<file path="config.mk">
export PLATFORM = sky130hd
export DESIGN_NAME = fpp_programmer
export DESIGN_NICKNAME = d
export VERILOG_FILES = /design/src/logic/fpp_programmer.v /design/src/logic/fpp_timer.v /design/src/logic/fpp_accum.v
export VERILOG_INCLUDE_DIRS = /design/src /design/src/pkg
export SDC_FILE = /design/constraint.sdc
export NUM_CORES = 1
export LEC_CHECK = 0
export BUFFER_PORTS_ARGS = -buffer_cell sky130_fd_sc_hd__buf_2
export CAP_MARGIN = 30
export CORE_AREA = 2 2 119 121
export CTS_CLUSTER_SIZE = 24
export DETAILED_ROUTE_END_ITERATION = 8
export DIE_AREA = 0 0 121 123
export PLACE_DENSITY_LB_ADDON = 0.05
export SYNTH_ARGS = -nofsm -noshare
export SYNTH_HDL_FRONTEND = slang
export SYNTH_SLANG_ARGS = --single-unit
</file>
<file path="constraint.sdc">
create_clock -name ref_clk -period 3.6 [get_ports ref_clk]
set_input_delay 0.72 -clock ref_clk [delete_from_list [all_inputs] [get_ports ref_clk]]
set_output_delay 0.72 -clock ref_clk [all_outputs]
set_load 0.01 [all_outputs]
</file>
<file path="src/pkg/fpp_consts.vh">
// Constants for the fuse PROM programmer controller
`ifndef FPP_CONSTS_VH
`define FPP_CONSTS_VH
`define FPP_CLK_MHZ 10
`define FPP_ADDR_W 9
`define FPP_DATA_W 8
`define FPP_WORDS 512
`define FPP_FIRST_PULSE_US 75
`define FPP_FIRST_PULSE_CYC (`FPP_FIRST_PULSE_US * `FPP_CLK_MHZ)
`define FPP_NEXT_PULSE_MS 5
`define FPP_NEXT_PULSE_CYC (`FPP_NEXT_PULSE_MS * 1000 * `FPP_CLK_MHZ)
`define FPP_BIT_LIMIT_MS 400
`define FPP_BIT_LIMIT_CYC (`FPP_BIT_LIMIT_MS * 1000 * `FPP_CLK_MHZ)
`define FPP_HOT_LIMIT_S 5
`define FPP_HOT_LIMIT_CYC (`FPP_HOT_LIMIT_S * 1000000 * `FPP_CLK_MHZ)
`define FPP_COOL_S 5
`define FPP_COOL_CYC (`FPP_COOL_S * 1000000 * `FPP_CLK_MHZ)
`define FPP_STEP_NS 500
`define FPP_STEP_CYC ((`FPP_STEP_NS + 99) / 100)
`endif

</file>
<file path="src/logic/fpp_programmer.v">
// Programmer that opens PROM fuses bit by bit and verifies the array
`include "fpp_consts.vh"
module fpp_programmer #(
  parameter FIRST_CYC = `FPP_FIRST_PULSE_CYC,
  parameter NEXT_CYC = `FPP_NEXT_PULSE_CYC,
  parameter BIT_LIMIT_CYC = `FPP_BIT_LIMIT_CYC,
  parameter HOT_LIMIT_CYC = `FPP_HOT_LIMIT_CYC,
  parameter COOL_CYC = `FPP_COOL_CYC,
  parameter STEP_CYC = `FPP_STEP_CYC
) (
  input wire ref_clk,
  input wire rst_n,
  input wire prog_start,
  input wire [`FPP_ADDR_W-1:0] prog_addr,
  input wire [2:0] prog_bit,
  output wire prog_ready,
  input wire check_start,
  input wire [`FPP_ADDR_W-1:0] check_addr,
  output wire check_ready,
  output reg [`FPP_DATA_W-1:0] check_data,
  output reg check_valid,
  output reg done_ok,
  output reg done_fail,
  output reg [`FPP_ADDR_W-1:0] word_sel_lines,
  output reg reg_clock_pin,
  output reg sync_output_gate,
  output reg async_gate_high,
  output reg gate_overdrive_level,
  output reg fuse_blow_supply,
  output reg [`FPP_DATA_W-1:0] supply_bit_sel,
  output reg load_sel,
  output reg power_on,
  input wire [`FPP_DATA_W-1:0] data_out_bus
);
  localparam S_IDLE = 12'h001;
  localparam S_GATE = 12'h002;
  localparam S_SUPPLY = 12'h004;
  localparam S_PULSE = 12'h008;
  localparam S_DROP = 12'h010;
  localparam S_ENABLE = 12'h020;
  localparam S_CLKHI = 12'h040;
  localparam S_SENSE = 12'h080;
  localparam S_COOL = 12'h100;
  localparam S_RDSET = 12'h200;
  localparam S_RDCLK = 12'h400;
  localparam S_RDGET = 12'h800;

  reg [11:0] state;
  reg [11:0] next_state;
  reg [`FPP_ADDR_W-1:0] cur_addr;
  reg [2:0] cur_bit;
  reg first_try;
  reg [7:0] step;
  wire step_done = (step == 8'h00);
  wire pulse_done;
  wire cool_done;
  wire bit_over;
  wire hot_over;
  reg tmr_load;
  reg [31:0] tmr_count;
  reg dev_dead;
  wire sensed_high = data_out_bus[cur_bit];
  wire dead_refuse = (state == S_IDLE) && !check_start && prog_start && dev_dead;

  function [`FPP_DATA_W-1:0] bit_mask;
    input [2:0] b;
    begin
      bit_mask = {{(`FPP_DATA_W-1){1'b0}}, 1'b1} << b;
    end
  endfunction

  function in_set;
    input [11:0] st;
    input [11:0] mask;
    begin
      in_set = (st & mask) != 12'h000;
    end
  endfunction

  // Check wins so a final readback is never starved
  assign prog_ready = (state == S_IDLE) && !check_start;
  assign check_ready = (state == S_IDLE);

  // One timer serves pulses and cooling; never both at once
  fpp_timer #(.W(32)) u_tmr (
    .ref_clk(ref_clk),
    .rst_n(rst_n),
    .load(tmr_load),
    .count(tmr_count),
    .busy(),
    .done(pulse_done)
  );
  assign cool_done = pulse_done;

  // Total pulse time on the current bit
  fpp_accum #(.W(32)) u_bit (
    .ref_clk(ref_clk),
    .rst_n(rst_n),
    .clear(state == S_IDLE),
    .run(state == S_PULSE),
    .limit(BIT_LIMIT_CYC),
    .over(bit_over)
  );

  // Continuous busy time, programming and readback, reset only by a cool-down
  // Idle gaps are too short to cool the part, so they pause the count but do not clear it
  fpp_accum #(.W(32)) u_hot (
    .ref_clk(ref_clk),
    .rst_n(rst_n),
    .clear(state == S_COOL),
    .run(state != S_IDLE && state != S_COOL),
    .limit(HOT_LIMIT_CYC),
    .over(hot_over)
  );

  always @* begin
    next_state = state;
    tmr_load = 1'b0;
    tmr_count = 32'h00000000;
    case (state)
      S_IDLE: begin
        if (check_start) begin
          next_state = S_RDSET;
        end else if (prog_start && !dev_dead) begin
          next_state = S_GATE;
        end
      end
      S_GATE: begin
        if (step_done) begin
          next_state = S_SUPPLY;
        end
      end
      S_SUPPLY: begin
        if (step_done) begin
          next_state = S_PULSE;
          tmr_load = 1'b1;
          tmr_count = first_try ? FIRST_CYC : NEXT_CYC;
        end
      end
      S_PULSE: begin
        if (pulse_done) begin
          next_state = S_DROP;
        end
      end
      S_DROP: begin
        if (step_done) begin
          next_state = S_ENABLE;
        end
      end
      S_ENABLE: begin
        if (step_done) begin
          next_state = S_CLKHI;
        end
      end
      S_CLKHI: begin
        if (step_done) begin
          next_state = S_SENSE;
        end
      end
      S_SENSE: begin
        // An opened fuse counts as success even past the time limit
        if (step_done) begin
          if (sensed_high) begin
            next_state = S_IDLE;
          end else if (bit_over) begin
            next_state = S_IDLE;
          end else if (hot_over) begin
            next_state = S_COOL;
            tmr_load = 1'b1;
            tmr_count = COOL_CYC;
          end else begin
            next_state = S_GATE;
          end
        end
      end
      S_COOL: begin
        if (cool_done) begin
          next_state = S_GATE;
        end
      end
      S_RDSET: begin
        if (step_done) begin
          next_state = S_RDCLK;
        end
      end
      S_RDCLK: begin
        if (step_done) begin
          next_state = S_RDGET;
        end
      end
      S_RDGET: begin
        if (step_done) begin
          next_state = S_IDLE;
        end
      end
      default: begin
        next_state = S_IDLE;
      end
    endcase
  end

  always @(posedge ref_clk or negedge rst_n) begin
    if (!rst_n) begin
      state <= S_IDLE;
      step <= 8'h00;
      cur_addr <= {`FPP_ADDR_W{1'b0}};
      cur_bit <= 3'h0;
      first_try <= 1'b1;
      check_data <= {`FPP_DATA_W{1'b0}};
      check_valid <= 1'b0;
      done_ok <= 1'b0;
      done_fail <= 1'b0;
    end else begin
      state <= next_state;
      check_valid <= 1'b0;
      done_ok <= 1'b0;
      done_fail <= 1'b0;
      // Step spacing keeps each edge gap above 100 ns and short
      if (next_state != state) begin
        step <= STEP_CYC[7:0] - 8'h01;
      end else if (!step_done) begin
        step <= step - 8'h01;
      end
      if (state == S_IDLE && check_start) begin
        cur_addr <= check_addr;
      end else if (state == S_IDLE && prog_start) begin
        cur_addr <= prog_addr;
        cur_bit <= prog_bit;
        first_try <= 1'b1;
      end
      if (state == S_PULSE && pulse_done) begin
        first_try <= 1'b0;
      end
      if (state == S_SENSE && step_done) begin
        done_ok <= sensed_high;
        done_fail <= !sensed_high && bit_over;
      end
      if (dead_refuse) begin
        done_fail <= 1'b1;
      end
      if (state == S_RDGET && step_done) begin
        check_data <= data_out_bus;
        check_valid <= 1'b1;
      end
    end
  end

  // A device that kept a fuse past the limit is spent until reset
  always @(posedge ref_clk or negedge rst_n) begin
    if (!rst_n) begin
      dev_dead <= 1'b0;
    end else if (state == S_SENSE && step_done && !sensed_high && bit_over) begin
      dev_dead <= 1'b1;
    end
  end

  // Control pins decoded from next_state, address and bit lines from cur_addr and cur_bit, all held in flip-flops
  always @(posedge ref_clk or negedge rst_n) begin
    if (!rst_n) begin
      word_sel_lines <= {`FPP_ADDR_W{1'b0}};
      reg_clock_pin <= 1'b0;
      sync_output_gate <= 1'b1;
      async_gate_high <= 1'b1;
      gate_overdrive_level <= 1'b0;
      fuse_blow_supply <= 1'b0;
      supply_bit_sel <= {`FPP_DATA_W{1'b0}};
      load_sel <= 1'b0;
      power_on <= 1'b1;
    end else begin
      word_sel_lines <= cur_addr;
      supply_bit_sel <= bit_mask(cur_bit);
      power_on <= (next_state != S_COOL);
      async_gate_high <= in_set(next_state, S_GATE | S_SUPPLY | S_PULSE | S_DROP);
      // Supply and overdrive fall on one edge so fuse current stops at once
      fuse_blow_supply <= in_set(next_state, S_SUPPLY | S_PULSE);
      gate_overdrive_level <= (next_state == S_PULSE);
      sync_output_gate <= !in_set(next_state, S_ENABLE | S_CLKHI | S_SENSE | S_RDSET
        | S_RDCLK | S_RDGET);
      reg_clock_pin <= in_set(next_state, S_CLKHI | S_SENSE | S_RDCLK | S_RDGET);
      load_sel <= in_set(next_state, S_ENABLE | S_CLKHI | S_SENSE);
    end
  end
endmodule

</file>
<file path="src/logic/fpp_timer.v">
// Down-counting one-shot timer with done pulse
module fpp_timer #(
  parameter W = 32
) (
  input wire ref_clk,
  input wire rst_n,
  input wire load,
  input wire [W-1:0] count,
  output reg busy,
  output wire done
);
  reg [W-1:0] left;
  assign done = busy && (left == {{(W-1){1'b0}}, 1'b1});
  always @(posedge ref_clk or negedge rst_n) begin
    if (!rst_n) begin
      left <= {W{1'b0}};
      busy <= 1'b0;
    end else if (load) begin
      left <= count;
      busy <= 1'b1;
    end else if (busy) begin
      left <= left - {{(W-1){1'b0}}, 1'b1};
      if (left == {{(W-1){1'b0}}, 1'b1}) begin
        busy <= 1'b0;
      end
    end
  end
endmodule

</file>
<file path="src/logic/fpp_accum.v">
// Accumulating time counter with limit flag
module fpp_accum #(
  parameter W = 32
) (
  input wire ref_clk,
  input wire rst_n,
  input wire clear,
  input wire run,
  input wire [W-1:0] limit,
  output wire over
);
  reg [W-1:0] total;
  assign over = (total >= limit);
  always @(posedge ref_clk or negedge rst_n) begin
    if (!rst_n) begin
      total <= {W{1'b0}};
    end else if (clear) begin
      total <= {W{1'b0}};
    end else if (run && !over) begin
      total <= total + {{(W-1){1'b0}}, 1'b1};
    end
  end
endmodule

</file>
======== After elaboration in Yosys (flattened, before gate mapping) ========
Cells that the tools add are included.
storage, ports and cells
  register bits ........................... 166
  input port bits ......................... 33
  output and inout port bits .............. 37
  logic and storage cells ................. 139
operators by class
  add/subtract/negate cells ............... 4
  order comparisons ....................... 3
  equal/unequal tests ..................... 20
  shifts and indexed selects .............. 1
  mux-type cells .......................... 52
  bitwise logic cells ..................... 1
  reduce and logical (&&, ||, !) cells .... 35
operators by type and width
  cell                   count
  $mux 32                6
  $mux 12                13
  $pmux 12 s12           1
  $mux 26                4
  $add 32x1->32 const B  2
  $pmux 32 s2            1
  $reduce_bool 12->1     5
  $mux 9                 5
  $eq 32x1->1 const B    1
  $ge 32x22->1 const B   1
  $ge 32x26->1 const B   1
  $mux 16                2
  $sub 32x1->32 const B  1
  $eq 12x4->1 const B    2
  $ne 12x9->1 const B    2
  $logic_and 1x1->1      16
  $mux 1                 16
  $mux 8                 2
  $eq 12x1->1 const B    1
  $eq 12x10->1 const B   1
  $eq 12x11->1 const B   1
  $eq 12x12->1 const B   1
  $eq 12x2->1 const B    1
  $eq 12x3->1 const B    1
  18 further kinds       29

======== Longest topological paths before layout ========
  depth after elaboration ................. 8
  gate-level depth with buffers ........... 10
  depth with buffers taken out ............ 9

======== Cells and area by module ========
From an unflattened synthesis, not the netlist that was laid out.
second synthesis, totals
  cells, all modules ...................... 1238
  area, all modules ....................... 10941.7 um2
by module, submodules not included
  module          instances  cells an instance  area each (um2)  seq. area each (um2)
  fpp_accum       2          312                2677.6           800.8
  fpp_programmer  1          382                3562.2           1732.9
  fpp_timer       1          232                2024.4           825.8

======== Worst setup path before layout ========
No wires, ideal clock.
  path kind ............................... reg2out
  from .................................... register state[11]
  to ...................................... output port check_ready
  data arrival time ....................... 2.436 ns
  required time ........................... 2.880 ns
  slack ................................... 0.444 ns
  cell stages (with the launch flop) ...... 8
  buffers on the path ..................... 4
  path through ............................ dfrtp_1 -> buf_2 -> or4_1 -> or4_1 -> clkbuf_1 -> inv_2 -> clkbuf_1 -> clkbuf_1
between the ends
  cells in the longest elaborated chain, start to end .. 1
ends and longest elaborated chain
  element                 line                  RTL
  from (decl)             fpp_programmer.v:48   reg [11:0] state;
  from (signal assigned)  fpp_programmer.v:214  state <= next_state;
  $eq 12x1->1             fpp_programmer.v:82   assign check_ready = (state == S_IDLE);
  to (decl)               fpp_programmer.v:19   output wire check_ready,
No other way between the ends.

======== Worst setup path after layout ========
  from .................................... register state[4]
  to ...................................... output port prog_ready
between the ends
  cells in the longest elaborated chain, start to end .. 2
ends and longest elaborated chain
  element            line                 RTL
  $eq 12x1->1        fpp_programmer.v:81  assign prog_ready = (state == S_IDLE) && !check_start;
  $logic_and 1x1->1  fpp_programmer.v:81
  to (decl)          fpp_programmer.v:16  output wire prog_ready,
No other way between the ends.

==> metrics <==
DIE HEIGHT=around 120 µm; first-pass GRT wire length=between 30000 and 40000 µm; post-synth top area share=between 50% and 60%; number of synthesized flops with an enable pin=0; Synth async-reset ratio=100.0%; clk buf depth=2; Avg Cell Area, Syn=between 9 and 10 µm²; cell area after synthesis=about 0.0079 mm²; # port buffers=around 70; TritonCTS buffer count=17; Worst-Margin Slew=roughly 0.78 ns; antenna cells=0; Peak VDD IR=around 0.00046 V; WL/cell=17.29 µm; final setup margin=a little over 0.3 ns; grt peak-use layer=met2; HPWL after DPL=approximately 13000 µm; synth unique cells=62; Synth Flop Type=dfrtp_1; nets@finish=~900; postcts setup bufs=0; status=completed; CTS Hold Buffers Added=0; count of pins over their slew limit=0; Hold Crit Class=input port to async pin; endpoints failing setup=0; RSZ-0062 raised after global routing=no; Placed Instances=just over 1000; crit path kind=flop to output port; most frequent cells after synthesis=dfrtp_1 (161), nor2_1 (100), nand2_1 (59); initial DRC count=about 550; layout filler cell count=1096; total gr overflow=0; Clock Skew=~0.011 ns; P_leak=4.074 nW; Worst-path clk slew=approximately 0.07 ns; routability cong.=between 0.8 and 0.9; critical path fanouts, max=16; ratio of cells with drive above 1 in the final layout=between 10% and 20%; Site Rows=43; Post-route DRC=0; Final Hold Fails=0; setup TNS=0 ns; Min Hold Slack=between 0.3 and 0.4 ns; Syn Nets=between 800 and 900; Core Util, Final=around two thirds; CP Capture Type=output port; CORE AREA=about 0.014 mm²; Ports=70; crit share post-route=about nine tenths; DR vias=between 6000 and 7000; DR vias/cell=about 5.7; CTS tree=built; PD cells=~610 mW/mm²; Root Driver=clkbuf_16; GRT Overall Usage=26.54%; PostCTS Resize Cnt=0; Max-slew headroom=between 40 and 50%; CP required=between 2 and 3 ns; Max Freq=0.3038 GHz; H-tree levels=4; most instantiated library cell after synthesis=dfrtp_1; CP arrival=roughly 2.6 ns; initial core utilization=58.34%; Setup crit start kind=flop; Finished Cell Area=~0.009 mm²; DP Worst Slack=a little under 0.7 ns; DP Area=roughly 0.0085 mm²; Worst-Skew Late Latency=0.43 ns; M2 GR Usage=a little over two fifths; GR Util met3=approximately 5.2%; cell taking the most area after synthesis=dfrtp_1; Area Growth Syn to Fin=14.51%; drt pass-1 iters=4; GR Util met1=a little over a third; die area=roughly 0.015 mm²; final wirelength=approximately 18000 µm; Maximum Capacitance Violations=0; Yosys warnings=0; post-layout min period=around 3.3 ns; largest net degree at the start of global routing=a little under 90; clock sink count=~170; final antenna-violating net count=0; total power=approximately 5.5 mW; Gate Count Post-Synth=801; Chip Width=121 µm; post-route insts no fill=about 1100; synthesis-stage register bit count=166; synth top area cells=dfrtp_1 (51%), xnor2_1 (5.1%), nor2_1 (4.7%); vias in the first global route=around 6200; initial antenna violation count=0; post-synthesis sequential area ratio=52.39%
## worst max-delay path, stage by stage (launching register included)
cell and delay (ns):
dfrtp_1 0.50, or4_1 0.55, or4_1 0.63, buf_4 0.24, nor2_1 0.09, buf_2 0.13
## routing by layer
| metal | vias up | share of wire, % |
|---|---|---|
| met5 | - | 0 |
| met4 | 0 | 1.4 |
| met3 | 15 | 3.3 |
| li1 | 2947 | - |
| met1 | 3018 | 46 |
| met2 | 129 | 49 |
## path summary, 6_finish.rpt
check / startpoint / end / slack (ns) / depth (start not counted)
min reg2reg: cur_addr[1] / word_sel_lines[1] / 0.39 / 0
min in group ref_clk: cur_addr[1] / word_sel_lines[1] / 0.39 / 0
max reg2reg: state[4] / async_gate_high / 0.67 / 7
max: state[4] / prog_ready / 0.31 / 5
max in group asynchronous: rst_n / u_bit.total[12] / 2.38 / 2
min: rst_n / u_tmr.left[26] / 0.36 / 1
## final cells by class
class	count	area, µm²	area share [%]
Multi-Input combinational cell	573	3548	39.02
Tap cell	180	225.2	2.477
Timing Repair Buffer	87	499.2	5.490
Clock buffer	19	442.9	4.871
Inverter	25	93.84	1.032
Sequential cell	166	4160	45.75
Clock inverter	13	123.9	1.362
## registers in the layout, summed over array words and instances, names as in the netlist, 3 cells and up
name,count
check_data,8
word_sel_lines,9
u_tmr.left,32
u_hot.total,32
cur_addr,9
step,8
cur_bit,3
state,12
supply_bit_sel,8
u_bit.total,32
## report_power, final
group	switching, mW	internal (mW)
combinational	0.835	0.544
clock	0.765	0.980
sequential	0.243	2.15
## cells by family (layout without fill, tap and decap cells)
| logic type | after synthesis | in the layout | share of synthesized area (%) |
|---|---|---|---|
| DFF | 166 | 166 | 52.39 |
| xor gates and xnor gates | 72 | 72 | 7.941 |
| buffers and inverters | 62 | 144 | 2.994 |
| adders and majority gates | 8 | 8 | 1.260 |
| muxes | 14 | 14 | 2.253 |
| AOI/OAI and AO/OA | 107 | 107 | 8.272 |
| and+or+nand+nor | 372 | 372 | 24.89 |
## layout by cell type (no fill, tap or decap), types with 3 or more instances in the layout
cell,count
or3_1,12
nor2_1,100
nor3_1,26
a21oi_1,17
xnor2_1,46
clkbuf_16,17
dfrtp_1,161
clkinv_4,3
o21ai_0,39
o22ai_1,3
and4_1,3
nand4_1,18
buf_4,17
o211ai_1,4
nand2_1,59
mux2_2,11
dfstp_2,5
o21a_1,3
ha_1,8
nand2b_1,5
buf_2,68
a22oi_1,9
or4_1,15
or2_2,7
clkinv_2,3
nor4_1,22
and3_1,9
xor2_1,26
inv_6,3
and2_1,21
o31ai_1,4
inv_1,24
nand3b_1,3
nor4b_1,7
nor3b_1,6
nor2b_1,13
nand3_1,31
a31oi_1,12
nand4b_1,3
No activity file was read; power rests on OpenSTA's default activity.
